File: src/rtl/xrlc_defs.vh
`ifndef XRLC_DEFS_VH
`define XRLC_DEFS_VH

// clock
`define XRLC_CLK_NS 100
`define XRLC_CYC(ns) (((ns) + `XRLC_CLK_NS - 1) / `XRLC_CLK_NS)

// pin timing, ns
`define XRLC_T_CW_NS 100
`define XRLC_T_WP_NS 100
`define XRLC_T_WC_NS 75
`define XRLC_T_SP_NS 100
`define XRLC_T_RS_NS 50
`define XRLC_T_RSTP_NS 100
`define XRLC_T_IO_NS 200

// register byte offsets
`define XRLC_REG_CMD 5'h00
`define XRLC_REG_STATUS 5'h04
`define XRLC_REG_STAGED 5'h10

// command word fields
`define XRLC_CMD_OP_LO 0
`define XRLC_CMD_OP_HI 1
`define XRLC_CMD_IN_LO 4
`define XRLC_CMD_IN_HI 7
`define XRLC_CMD_OUT_LO 8
`define XRLC_CMD_OUT_HI 9
`define XRLC_CMD_DEV_LO 12
`define XRLC_CMD_DEV_HI 13

// command opcodes
`define XRLC_OP_WRITE 2'h0
`define XRLC_OP_APPLY 2'h1
`define XRLC_OP_RESET 2'h2
`define XRLC_OP_READ 2'h3

// status fields
`define XRLC_ST_BUSY 0
`define XRLC_ST_RB_LO 4
`define XRLC_ST_RB_HI 7
`define XRLC_ST_RBVALID 8
`define XRLC_ST_RBOPEN 9
`define XRLC_ST_IDLE_LO 12
`define XRLC_ST_IDLE_HI 15

// pin widths
`define XRLC_NDEV 4
`define XRLC_NOUT 4

`endif

File: src/rtl/xrlc_route_mem.v
`timescale 1ns/1ns
`default_nettype none

module xrlc_route_mem (
    // clock and reset
    input wire core_clk,
    input wire rst_n,
    // write port
    input wire wrEn,
    input wire [1:0] wrAddr,
    input wire [3:0] wrData,
    // read port
    input wire [1:0] rdAddr,
    output reg [3:0] rdData_q
);

    reg [3:0] mem [0:3];
    integer i;

    // copy of what was staged, kept across a device reset as the device does
    always @(posedge core_clk) begin
        if (!rst_n) begin
            for (i = 0; i < 4; i = i + 1) begin
                mem[i] <= 4'hF;
            end
            rdData_q <= 4'h0;
        end else begin
            if (wrEn) begin
                mem[wrAddr] <= wrData;
            end
            rdData_q <= mem[rdAddr];
        end
    end

endmodule // xrlc_route_mem

`default_nettype wire

File: src/rtl/xrlc_ctrl.v
// The register offsets and register access over Avalon-MM were chosen for this implementation.
`timescale 1ns/1ns
`default_nettype none
`include "xrlc_defs.vh"

// Function
// - for a write hold chip select and direction low, strobes high
// - input select field names the input, output select field the output
// - controller may write up to three more outputs before applying
// - several devices: only the addressed device gets chip select low
// - one apply strobe to all devices copies staged routes to active
// - apply after reset restores prior routes, or restage first
// - controller asserts reset at power-up
module xrlc_ctrl (
    // clock and reset
    input wire core_clk,
    input wire rst_n,
    // avalon-mm slave
    input wire [4:0] avAddress,
    input wire avRead,
    input wire avWrite,
    input wire [31:0] avWritedata,
    output reg [31:0] avReaddata_q,
    output reg avWaitrequest_q,
    // crosspoint control pins
    output reg [`XRLC_NDEV-1:0] chipSelectN_q,
    output reg reset_n_q,
    output reg dirSelect_q,
    output reg loadStrobeN_q,
    output reg apply_strobe_n_q,
    output reg [1:0] output_line_select_q,
    // two-way input select pins
    input wire [3:0] input_line_select_in,
    output reg [3:0] input_line_select_out_q,
    output reg input_line_select_oe_q,
    // idle flags from the device
    input wire [`XRLC_NOUT-1:0] output_idle_flag
);

    localparam [8:0] S_IDLE = 9'h001;
    localparam [8:0] S_WSET = 9'h002;
    localparam [8:0] S_WPUL = 9'h004;
    localparam [8:0] S_WHLD = 9'h008;
    localparam [8:0] S_APUL = 9'h010;
    localparam [8:0] S_RPUL = 9'h020;
    localparam [8:0] S_RREC = 9'h040;
    localparam [8:0] S_BSET = 9'h080;
    localparam [8:0] S_BCAP = 9'h100;

    // counts worked out as integers, then cut to the counter width
    localparam integer N_SET = `XRLC_CYC(`XRLC_T_CW_NS) - 1;
    localparam integer N_PUL = `XRLC_CYC(`XRLC_T_WP_NS) - 1;
    localparam integer N_HLD = `XRLC_CYC(`XRLC_T_WC_NS) - 1;
    localparam integer N_APU = `XRLC_CYC(`XRLC_T_SP_NS) - 1;
    localparam integer N_RPU = `XRLC_CYC(`XRLC_T_RSTP_NS) - 1;
    localparam integer N_REC = `XRLC_CYC(`XRLC_T_RS_NS) - 1;
    localparam integer N_RDB = `XRLC_CYC(`XRLC_T_IO_NS) - 1;
    localparam [3:0] C_SET = N_SET[3:0];
    localparam [3:0] C_PUL = N_PUL[3:0];
    localparam [3:0] C_HLD = N_HLD[3:0];
    localparam [3:0] C_APU = N_APU[3:0];
    localparam [3:0] C_RPU = N_RPU[3:0];
    localparam [3:0] C_REC = N_REC[3:0];
    localparam [3:0] C_RDB = N_RDB[3:0];

    // register select from byte address, used by read and write paths
    function [1:0] regSel;
        input [4:0] addr;
        begin
            if (addr == `XRLC_REG_CMD) begin
                regSel = 2'h1;
            end else if (addr == `XRLC_REG_STATUS) begin
                regSel = 2'h2;
            end else if ((addr & 5'h13) == `XRLC_REG_STAGED) begin
                regSel = 2'h3;
            end else begin
                regSel = 2'h0;
            end
        end
    endfunction

    reg [8:0] state_q;
    reg [8:0] state_d;
    reg [3:0] cnt_q;
    reg [3:0] cnt_d;
    reg [15:0] cmd_q;
    reg arm_q;
    reg [3:0] rback_q;
    reg rbValid_q;
    reg [`XRLC_NOUT-1:0] idleFlag_q;

    wire [1:0] wrOp = avWritedata[`XRLC_CMD_OP_HI:`XRLC_CMD_OP_LO];
    wire avReq = avRead | avWrite;
    wire idle = state_q[0];
    wire cntDone = (cnt_q == 4'h0);
    wire [1:0] selNow = regSel(avAddress);
    // command writes stall while a pin sequence runs
    wire reqOk = !(avWrite && (selNow == 2'h1) && !idle);
    wire cmdTake = avWrite && !avWaitrequest_q && (selNow == 2'h1);
    wire stageWr = cmdTake && (wrOp == `XRLC_OP_WRITE);
    // cmd_q lands on the same edge the pins are set up, so take the word being written
    wire [15:0] cmdNow = cmdTake ? avWritedata[15:0] : cmd_q;
    wire [3:0] memRd;
    wire [31:0] statusWord;

    assign statusWord = {16'h0000, idleFlag_q, 2'h0, (rback_q[3] & rbValid_q), rbValid_q,
                         rback_q, 3'h0, !idle};

    xrlc_route_mem u_mem (
        .core_clk(core_clk),
        .rst_n(rst_n),
        .wrEn(stageWr),
        .wrAddr(avWritedata[`XRLC_CMD_OUT_HI:`XRLC_CMD_OUT_LO]),
        .wrData(avWritedata[`XRLC_CMD_IN_HI:`XRLC_CMD_IN_LO]),
        .rdAddr(avAddress[3:2]),
        .rdData_q(memRd)
    );

    // avalon slave: one cycle to fetch, answer in the next, release after
    always @(posedge core_clk) begin
        if (!rst_n) begin
            avWaitrequest_q <= 1'b1;
            arm_q <= 1'b0;
            avReaddata_q <= 32'h0000_0000;
            cmd_q <= 16'h0000;
        end else if (!avWaitrequest_q) begin
            avWaitrequest_q <= 1'b1;
            arm_q <= 1'b0;
            if (cmdTake) begin
                cmd_q <= avWritedata[15:0];
            end
        end else if (avReq && !arm_q) begin
            arm_q <= 1'b1;
        end else if (avReq && reqOk) begin
            avWaitrequest_q <= 1'b0;
            case (selNow)
                2'h1: avReaddata_q <= {16'h0000, cmd_q};
                2'h2: avReaddata_q <= statusWord;
                2'h3: avReaddata_q <= {28'h0000000, memRd};
                default: avReaddata_q <= 32'h0000_0000;
            endcase
        end else if (!avReq) begin
            arm_q <= 1'b0;
        end
    end

    // sequencer next state
    always @* begin
        state_d = state_q;
        cnt_d = cntDone ? 4'h0 : cnt_q - 4'h1;
        case (state_q)
            S_IDLE: begin
                if (cmdTake) begin
                    case (wrOp)
                        `XRLC_OP_WRITE: begin
                            state_d = S_WSET;
                            cnt_d = C_SET;
                        end
                        `XRLC_OP_APPLY: begin
                            state_d = S_APUL;
                            cnt_d = C_APU;
                        end
                        `XRLC_OP_RESET: begin
                            state_d = S_RPUL;
                            cnt_d = C_RPU;
                        end
                        default: begin
                            state_d = S_BSET;
                            cnt_d = C_RDB;
                        end
                    endcase
                end
            end
            S_WSET: if (cntDone) begin
                state_d = S_WPUL;
                cnt_d = C_PUL;
            end
            S_WPUL: if (cntDone) begin
                state_d = S_WHLD;
                cnt_d = C_HLD;
            end
            S_RPUL: if (cntDone) begin
                state_d = S_RREC;
                cnt_d = C_REC;
            end
            S_BSET: if (cntDone) begin
                state_d = S_BCAP;
            end
            S_WHLD, S_APUL, S_RREC, S_BCAP: if (cntDone) begin
                state_d = S_IDLE;
            end
            default: state_d = S_IDLE;
        endcase
    end

    // power-up starts with a device reset so all switches open
    always @(posedge core_clk) begin
        if (!rst_n) begin
            state_q <= S_RPUL;
            cnt_q <= C_RPU;
        end else begin
            state_q <= state_d;
            cnt_q <= cnt_d;
        end
    end

    // pin drivers, registered from the state being entered
    always @(posedge core_clk) begin
        if (!rst_n) begin
            chipSelectN_q <= {`XRLC_NDEV{1'b1}};
            reset_n_q <= 1'b0;
            dirSelect_q <= 1'b0;
            loadStrobeN_q <= 1'b1;
            apply_strobe_n_q <= 1'b1;
            output_line_select_q <= 2'h0;
            input_line_select_out_q <= 4'h0;
            input_line_select_oe_q <= 1'b0;
        end else begin
            reset_n_q <= !(state_d == S_RPUL);
            // strobe reaches all devices together
            apply_strobe_n_q <= !(state_d == S_APUL);
            loadStrobeN_q <= !(state_d == S_WPUL);
            dirSelect_q <= (state_d == S_BSET) || (state_d == S_BCAP);
            // drive select pins only in write mode, never against read-back
            input_line_select_oe_q <= (state_d == S_WSET) || (state_d == S_WPUL) || (state_d == S_WHLD);
            if (state_d == S_WSET || state_d == S_BSET) begin
                input_line_select_out_q <= cmdNow[`XRLC_CMD_IN_HI:`XRLC_CMD_IN_LO];
                output_line_select_q <= cmdNow[`XRLC_CMD_OUT_HI:`XRLC_CMD_OUT_LO];
            end
            if (state_d == S_WSET || state_d == S_WPUL || state_d == S_WHLD ||
                state_d == S_BSET || state_d == S_BCAP) begin
                chipSelectN_q <= ~(4'h1 << cmdNow[`XRLC_CMD_DEV_HI:`XRLC_CMD_DEV_LO]);
            end else begin
                chipSelectN_q <= {`XRLC_NDEV{1'b1}};
            end
        end
    end

    // read-back capture and idle flag sampling
    always @(posedge core_clk) begin
        if (!rst_n) begin
            rback_q <= 4'h0;
            rbValid_q <= 1'b0;
            idleFlag_q <= {`XRLC_NOUT{1'b0}};
        end else begin
            idleFlag_q <= output_idle_flag;
            if (state_q == S_BCAP && cntDone) begin
                rback_q <= input_line_select_in;
                rbValid_q <= 1'b1;
            end else if (cmdTake && wrOp != `XRLC_OP_READ) begin
                // a write, apply or reset makes an old read-back stale
                rbValid_q <= 1'b0;
            end
        end
    end

    // staged copy in u_mem survives a device reset, so apply alone restores
    // op sequences may repeat back to back for each output

endmodule // xrlc_ctrl

`default_nettype wire

File: config.mk
export PLATFORM = sky130hd
export DESIGN_NAME = xrlc_ctrl
export DESIGN_NICKNAME = d
export VERILOG_FILES = /design/src/rtl/xrlc_route_mem.v /design/src/rtl/xrlc_ctrl.v
export VERILOG_INCLUDE_DIRS = /design/src /design/src/rtl
export SDC_FILE = /design/constraint.sdc
export NUM_CORES = 1
export LEC_CHECK = 0
export BUFFER_PORTS_ARGS = -buffer_cell sky130_fd_sc_hd__buf_2
export CAP_MARGIN = 0
export CELL_PAD_IN_SITES_DETAIL_PLACEMENT = 1
export CELL_PAD_IN_SITES_GLOBAL_PLACEMENT = 1
export CORE_ASPECT_RATIO = 2
export CORE_MARGIN = 2
export CORE_UTILIZATION = 44
export CTS_CLUSTER_DIAMETER = 120
export DETAILED_ROUTE_END_ITERATION = 16
export GPL_ROUTABILITY_DRIVEN = 0
export GPL_TIMING_DRIVEN = 0
export PLACE_DENSITY = 0.92
export SLEW_MARGIN = 15
export SYNTH_ARGS = -nofsm -noshare
export SYNTH_HDL_FRONTEND = slang
export SYNTH_SLANG_ARGS = --single-unit
File: constraint.sdc
create_clock -name core_clk -period 4 [get_ports core_clk]
set_clock_uncertainty 0.1 [all_clocks]
set_input_delay 0.6 -clock core_clk [delete_from_list [all_inputs] [get_ports core_clk]]
set_output_delay 0.6 -clock core_clk [all_outputs]
set_load 0.02 [all_outputs]
==> metrics.yaml, run 1 <==
status: "finished, final reports clean"
antenna_found_initial: 0
insertion_delay_ns: 0.34
detail_route.iter0.violations: 204
wl_per_cell_um: 20.11
holdCritPathClass: "in -> reg"
ys_warn_count: 0
clock_sinks: 91
die_area_sq_um: 10350
io_buffers: 63
slew_violations: 0
post_drt_via_cell_ratio: 5.713
syn_area_sq_um: 4182
cts_resized: 0
cts_tree: "done"
ys_async_sr_fraction_pct: 0
htree_levels: 3
crit_path_start_kind: "input pin"
initial_core_util_pct: 44.86
grt_overflow_total: 0
coreArea_sq_um: 9321
io_pins: 97
cp_max_fo: 10
post_cts_buffers: 0
synthCells: 429
synth_area_leaders: "dfxtp_1, edfxtp_1, mux2i_1"
cts.reportedPaths.clkPinSlew_ns: 0.06
maxCapViolCount: 0
synth.top_cell.area_share_pct: 35.91
drcViolationCount: 0
num_vias: 3582
die_w_um: 72.93
ir_worst_vdd_mv: 0.2388
drtPass1Iterations: 4
clockBufferDepth: 2
synth.most_common_cell: "dfxtp_1"
drive_gt1_share_pct: 24.09
hold_viol_final: 0
cp-end-kind: "flop"
power.leakage_nw: 2.045
fin_crit_ns: 2.881
crit_type: "in -> reg"
synth.distinct_cells: 56
num_rows: 50
slew_headroom_pct: 37.25
total_power_mw: 2.262
die_h_um: 141.9
ant_nets: 0
hpwl_um: 9548
critPathArrivalTime_ns: 2.81
fin_nets: 569
yosys-top-cells-count: "dfxtp_1, nand2_1, nor2b_1"
setup_viol: 0
synth_ff_type: "dfxtp_1"
syn_avg_cell_area_sq_um: 9.747
numCtsBuffers: 9
tightest_slew_ns: 0.9369
setup-tns-final_ns: 0
grt_use_total_pct: 25.13
power.density_nw_per_um2: 452.9
fmax_mhz: 347.1
ys_seq_elements: 91
post-route-period-util_pct: 72.03
cts_root_buf: "clkbuf_16"
ys_seq_area_share_pct: 47.40
cts_hold_buf: 0
synth-edff-count: 16
diodes: 0
synth_top_area_cell: "dfxtp_1"
hold_slack_ns: 0.3677
cp.required_ns: 3.93
grt_pass1_vias: 3881
syn2layout_area_growth_pct: 19.45
grt_setup_unrepaired: "no"
finalWirelength_um: 12610
grt_max_degree: 16
grt_pass1_wl_um: 19450
-- critical path, stage by stage --
cell	delay, ns
buf_2	0.20
nor3b_1	0.46
and2_1	0.20
buf_2	0.19
nand3_1	0.30
nor3_1	0.57
nand2b_1	0.30
-- cell type report --
cell class	count	area [sq um]
timing repair buffer	63	315.3
sequential	91	1982
inverter	7	26.28
multi-input combinational	305	1984
clock buffer	10	250.2
fill	1081	4327
tap	104	130.1
clock inverter	6	61.31
buffer	41	245.2
-- cells by family after synthesis --
group,synth area share [%]
buf+inv,6.493
flops,47.40
simple gates,23.34
other cells,0.08968
xor+xnor,0.6285
compound gates,14.00
fa+ha+maj,0.5983
mux,7.451
-- layer usage --
metal | global-route usage, % | vias to the layer above | part of all wire [%]
li1 | - | 1662 | -
met5 | 0 | - | 0
met3 | 3.551 | 42 | 3.0
met2 | 49.33 | 108 | 60
met1 | 23.16 | 1770 | 33
met4 | 14.33 | 0 | 4.6
-- report_power, final --
part / switching [mW] / internal, mW / total [mW]
Sequential: 0.0279 / 0.964 / 0.992
Clock: 0.358 / 0.521 / 0.879
Combinational: 0.246 / 0.145 / 0.391
-- per-stage QoR --
stage | area [sq um] | utilization [%] | std cells | setup WS [ns]
3_5_place_dp | 4683 | 50.24 | 611 | 0.8735
4_1_cts | 4995 | 53.58 | 627 | 1.058
3_3_place_gp | 4683 | 50.24 | 611 | 0.9845
2_1_floorplan | 4238 | - | 444 | 1.507
6_report | 4995 | 53.58 | 627 | 1.119
5_1_grt | 4995 | 53.58 | 627 | 0.8802
-- flip-flops by register name, indices dropped and copies added, names as in the netlist --
name and count:
input_line_select_out_q 4, state_q 9, rback_q 4, avWaitrequest_q 1, u_mem.mem 16, u_mem.rdData_q 4
loadStrobeN_q 1, avReaddata_q 16, chipSelectN_q 4, cmd_q 16, cnt_q 4, arm_q 1
idleFlag_q 4, input_line_select_oe_q 1, dirSelect_q 1, reset_n_q 1, output_line_select_q 2, rbValid_q 1
apply_strobe_n_q 1
-- layout by cell type (no fill, tap or decap), types with 3 or more instances in the layout --
| cell type | netlist | routed |
|---|---|---|
| and3_1 | 4 | 4 |
| nor2b_1 | 25 | 25 |
| clkinv_2 | 0 | 3 |
| edfxtp_1 | 16 | 16 |
| nor2_1 | 18 | 18 |
| nor3_1 | 19 | 19 |
| a31oi_1 | 7 | 7 |
| buf_4 | 16 | 16 |
| nor3b_1 | 8 | 8 |
| a21boi_0 | 13 | 13 |
| nand2_1 | 46 | 46 |
| dfxtp_1 | 75 | 75 |
| o21ai_0 | 9 | 9 |
| or2_2 | 8 | 8 |
| conb_1 | 1 | 16 |
| mux2i_1 | 21 | 21 |
| inv_1 | 7 | 7 |
| nand2b_1 | 12 | 12 |
| o21a_1 | 4 | 4 |
| o211a_1 | 10 | 10 |
| clkbuf_16 | 0 | 10 |
| a21oi_1 | 15 | 15 |
| buf_6 | 3 | 3 |
| o211ai_1 | 3 | 3 |
| a32oi_1 | 3 | 3 |
| or3_1 | 6 | 6 |
| nand3_1 | 12 | 12 |
| buf_2 | 7 | 70 |
| and2_1 | 11 | 11 |
| mux4_2 | 4 | 4 |
| clkbuf_1 | 15 | 15 |
-- worst paths after layout --
kind / from / endpoint / slack [ns] / cells past startpoint
setup / recovery: avAddress[2] / u_mem.mem[0][1]$_SDFFCE_PN1P_ / 1.12 / 7
hold / removal: output_idle_flag[1] / idleFlag_q[1]$_SDFF_PN0_ / 0.37 / 2
setup reg to reg: avWaitrequest_q$_SDFF_PP1_ / u_mem.mem[0][1]$_SDFFCE_PN1P_ / 1.24 / 6
hold reg to reg: cmd_q[11]$_SDFFE_PN0P_ / cmd_q[11]$_SDFFE_PN0P_ / 0.37 / 2
Note: power is estimated with default switching activity, not from simulation.
==> inputs of run 2 (changes only) <==
Settings changed: CORE_UTILIZATION 44 to 37, PLACE_DENSITY 0.92 to 0.83.
Clock period 4 ns to 2.4 ns, I/O delays scaled along.
==> metrics.yaml, run 2 (synthesized netlist as in run 1, its figures left out) <==
setup_viol: 0
numCtsBuffers: 9
top_regs: "avReaddata_q (16), cmd_q (16), u_mem.mem (16)"
total_power_mw: 3.706
diodes: 0
hold_viol_final: 0
cp-end-kind: "flop"
initial_core_util_pct: 37.51
hpwl_um: 8292
fin_util_pct: 45.70
grt_overflow_total: 0
power.density_nw_per_um2: 727.4
clock_sinks: 91
grt_pass1_wl_um: 17680
grt_use_total_pct: 18.72
htree_levels: 3
slew_headroom_pct: 53.06
maxCapViolCount: 0
holdCritPathClass: "in -> reg"
stdcell_count: 666
clockBufferDepth: 2
post-route-period-util_pct: 94.33
crit_type: "reg -> reg"
drtPass1Iterations: 4
fin_nets: 570
dp.cells: 649
cts_root_buf: "clkbuf_16"
wl_per_cell_um: 16.71
nFillCells: 1324
ant_nets: 0
worst_slack_ns: 0.1361
fin_crit_ns: 2.264
insertion_delay_ns: 0.34
grt_pass1_vias: 3466
cts_hold_buf: 0
layout_commonest_cell: "dfxtp_1"
slew_violations: 0
ir_worst_vdd_mv: 0.5225
num_vias: 3409
finalWirelength_um: 11130
die_area_sq_um: 12220
cts_tree: "done"
drive_gt1_share_pct: 26.53
die_h_um: 154.3
critPathArrivalTime_ns: 2.40
tightest_slew_ns: 0.7041
syn2layout_area_growth_pct: 21.84
detail_route.iter0.violations: 131
cp_max_fo: 10
dp_worst_setup_slack_ns: -0.4679
io_pins: 97
use_met2_pct: 32.77
power.leakage_nw: 2.061
grt_busiest_layer: "met2"
cts.reportedPaths.clkPinSlew_ns: 0.07
crit_path_start_kind: "flop"
post_drt_via_cell_ratio: 5.119
fmax_mhz: 441.7
final_cell_mix: "dfxtp_1, buf_2, nand2_1, nor2b_1, mux2i_1"
cp.required_ns: 2.54
io_buffers: 63
grtUsageMet3_pct: 2.742
drcViolationCount: 0
grt_max_degree: 16
status: "finished, final reports clean"
num_rows: 55
coreArea_sq_um: 11150
die_w_um: 79.17
met1_usage_pct: 22.93
antenna_found_initial: 0
==> run 2: cell types whose count changed in the layout (fill, tap and decap cells not counted), moves of 2 or more <==
cell	delta
nor3b_2	+2
dfxtp_2	+2
clkbuf_1	-2
nor3b_1	-2
clkinv_2	-2
clkbuf_8	+2
dfxtp_1	-2
clkinv_4	+2
buf_4	+3
==> run 2: layer usage <==
metal | vias to the layer above | routed length [um]
met5 | - | 0
met3 | 11 | 356
met2 | 73 | 5899
met4 | 0 | 148
met1 | 1662 | 4725
li1 | 1663 | -
==> run 2: report_power, final <==
group | leakage (nW) | total [mW] | internal, mW | switching (mW)
clock network | 0.145 | 1.37 | 0.768 | 0.600
logic | 1.20 | 0.683 | 0.275 | 0.408
registers | 0.720 | 1.65 | 1.61 | 0.0486
total | 2.06 | 3.71 | 2.65 | 1.06
==> run 2: stage by stage <==
stage               area (sq um)  TNS [ns]  hold slack [ns]
floorplan                   4238         0           0.3428
global route                5095  -0.03402           0.1291
finish                      5095         0           0.1355
CTS                         5041         0           0.1340
detailed placement          4731    -7.653           0.3538
global placement            4731    -4.414           0.3520
==> run 2: area by class of cell <==
| class | instances | area (sq um) | share of cell area, % |
|---|---|---|---|
| Clock buffer | 12 | 256.5 | 5.034 |
| Timing Repair Buffer | 66 | 337.8 | 6.631 |
| Inverter | 7 | 26.28 | 0.5157 |
| Buffer | 39 | 241.5 | 4.740 |
| Clock inverter | 4 | 33.78 | 0.6631 |
| Tap cell | 142 | 177.7 | 3.487 |
| Multi-Input combinational cell | 305 | 2037 | 39.98 |
| Sequential cell | 91 | 1984 | 38.95 |
==> run 2: path summary, 6_finish.rpt <==
check	startpoint	endpoint	slack [ns]	cells past startpoint
setup / recovery	avWaitrequest_q$_SDFF_PP1_	input_line_select_out_q[3]$_SDFFE_PN0P_	0.14	8
hold / removal	output_idle_flag[2]	idleFlag_q[2]$_SDFF_PN0_	0.14	2
setup reg to reg	avWaitrequest_q$_SDFF_PP1_	input_line_select_out_q[3]$_SDFFE_PN0P_	0.14	8
hold reg to reg	avReaddata_q[11]$_SDFFE_PN0P_	avReaddata_q[11]$_SDFFE_PN0P_	0.36	2
==> run 2: critical path, cell delays in order (launching register included) <==
cell	delay, ns
dfxtp_1	0.34
nor3b_2	0.32
nand2_1	0.27
or2_0	0.31
buf_6	0.14
o311ai_4	0.31
buf_6	0.19
nand2_1	0.06
o211a_1	0.13
==> run 2: timing repair <==
item,in CTS,in global routing
setup buffers,0,3
pin swaps,1,4
setup endpoints to repair,16,26
resized for setup,5,12
hold endpoints to repair,0,0
cloned,0,0
==> inputs of run 3 (changes only) <==
Settings changed: CELL_PAD_IN_SITES_DETAIL_PLACEMENT 1 to 2, CELL_PAD_IN_SITES_GLOBAL_PLACEMENT 1 to 2, CORE_UTILIZATION 37 to 30.
==> metrics.yaml, run 3 (synthesized netlist as in run 1, its figures left out) <==
slew_headroom_pct: 47.40
critPathArrivalTime_ns: 2.49
grt_pass1_wl_um: 20360
finalWirelength_um: 13350
switching_share_pct: 28.56
diodes: 0
power.density_nw_per_um2: 736.3
fin_nets: 576
crit_path_start_kind: "flop"
top_regs: "avReaddata_q (16), cmd_q (16), u_mem.mem (16)"
grt_pass1_vias: 3757
grt_overflow_total: 0
cp_max_fo: 10
die_h_um: 171.0
seq_power_share_pct: 43.4
io_buffers: 63
insertion_delay_ns: 0.34
htree_levels: 3
cts.reportedPaths.clkPinSlew_ns: 0.07
clockBufferDepth: 2
post-route-period-util_pct: 96.56
syn2layout_area_growth_pct: 24.15
crit_type: "reg -> reg"
multiInputGateArea_sq_um: 2056
cts_root_buf: "clkbuf_16"
drtPass1Iterations: 4
setup-tns-final_ns: 0
drcViolationCount: 0
initial_core_util_pct: 30.44
total_power_mw: 3.823
slew_violations: 0
cp-end-kind: "flop"
coreArea_sq_um: 13740
grt_max_degree: 16
cts_hold_buf: 0
status: "finished, final reports clean"
setup_viol: 0
die_w_um: 87.48
p_sw_mw: 1.092
numCtsBuffers: 9
power.leakage_nw: 2.105
ir_worst_vdd_mv: 0.5771
detail_route.iter0.violations: 129
tightest_slew_ns: 0.7853
clock_sinks: 91
hold_viol_final: 0
fin_util_pct: 37.79
cp.required_ns: 2.57
holdCritPathClass: "in -> reg"
num_vias: 3528
fin_crit_ns: 2.317
layout_commonest_cell: "dfxtp_1"
nFillCells: 1542
hpwl_um: 9385
p_int_mw: 2.731
p_comb_share_pct: 18.9
grt_setup_unrepaired: "yes"
clkPwrFrac_pct: 37.7
num_rows: 61
regArea_sq_um: 1986
hold_slack_ns: 0.1420
grt_use_total_pct: 17.84
cts_tree: "done"
die_area_sq_um: 14960
maxCapViolCount: 0
drive_gt1_share_pct: 29.25
antenna_found_initial: 0
io_pins: 97
final_cell_mix: "dfxtp_1, buf_2, nand2_1, nor2b_1, buf_4"
wl_per_cell_um: 19.43
fmax_mhz: 431.5
ant_nets: 0
post_drt_via_cell_ratio: 5.135
[run 3: critical path, stage by stage, from the launching register on]
cell and delay, ns:
dfxtp_1 0.33, inv_2 0.10, ha_1 0.18, or3b_4 0.42, clkbuf_4 0.22, nand4_1 0.12
o221ai_1 0.13, a31oi_1 0.28, o211ai_1 0.23, o21ai_1 0.14
[run 3: power groups by stage]
stage | sequential (mW) | combinational (mW) | clock, mW
final | 1.66 | 0.723 | 1.44
after global routing | 1.66 | 0.792 | 1.53
after CTS | 1.65 | 0.681 | 1.48
after detailed placement | 1.69 | 0.648 | 0
after global placement | 1.68 | 0.621 | 0
after floorplan | 1.68 | 0.439 | 0
[run 3: through the flow]
step | cell area (sq um) | setup slack [ns] | instances
floorplan | 4238 | 0.1475 | 444
global placement | 4750 | -0.4234 | 664
detailed placement | 4750 | -0.5583 | 664
CTS | 5096 | 0.003193 | 680
global route | 5191 | -0.1010 | 687
finish | 5191 | 0.08261 | 687
[run 3: routing by layer]
metal  vias up  track usage, %  routed length (um)
li1       1675               -                   -
met4         0           5.953                 281
met5         -               0                   0
met1      1758           21.79                5614
met2        80           31.59                7036
met3        15           2.315                 415
[run 3: what timing repair did]
item / in CTS / in global routing
setup endpoints to repair: 19 / 22
setup buffers: 2 / 7
gates cloned: 0 / 1
gates resized for setup: 8 / 19
pin swaps: 3 / 5
[run 3: layout make-up]
class,instances,area share [%]
well taps,157,3.784
inverters,7,0.5061
multi-input cells,305,39.60
clock inverters,5,1.133
repair buffers,73,7.472
plain buffers,38,4.579
flip-flops and latches,91,38.25
clock buffers,11,4.676
[run 3: worst paths after layout]
check	startpoint	to	slack, ns	cells past startpoint
worst max-delay path	cnt_q[0]$_SDFF_PN0_	chipSelectN_q[1]$_SDFF_PN1_	0.08	9
worst min register to register	avReaddata_q[11]$_SDFFE_PN0P_	avReaddata_q[11]$_SDFFE_PN0P_	0.38	2
worst min-delay path	output_idle_flag[2]	idleFlag_q[2]$_SDFF_PN0_	0.14	2
worst max register to register	cnt_q[0]$_SDFF_PN0_	chipSelectN_q[1]$_SDFF_PN1_	0.08	9
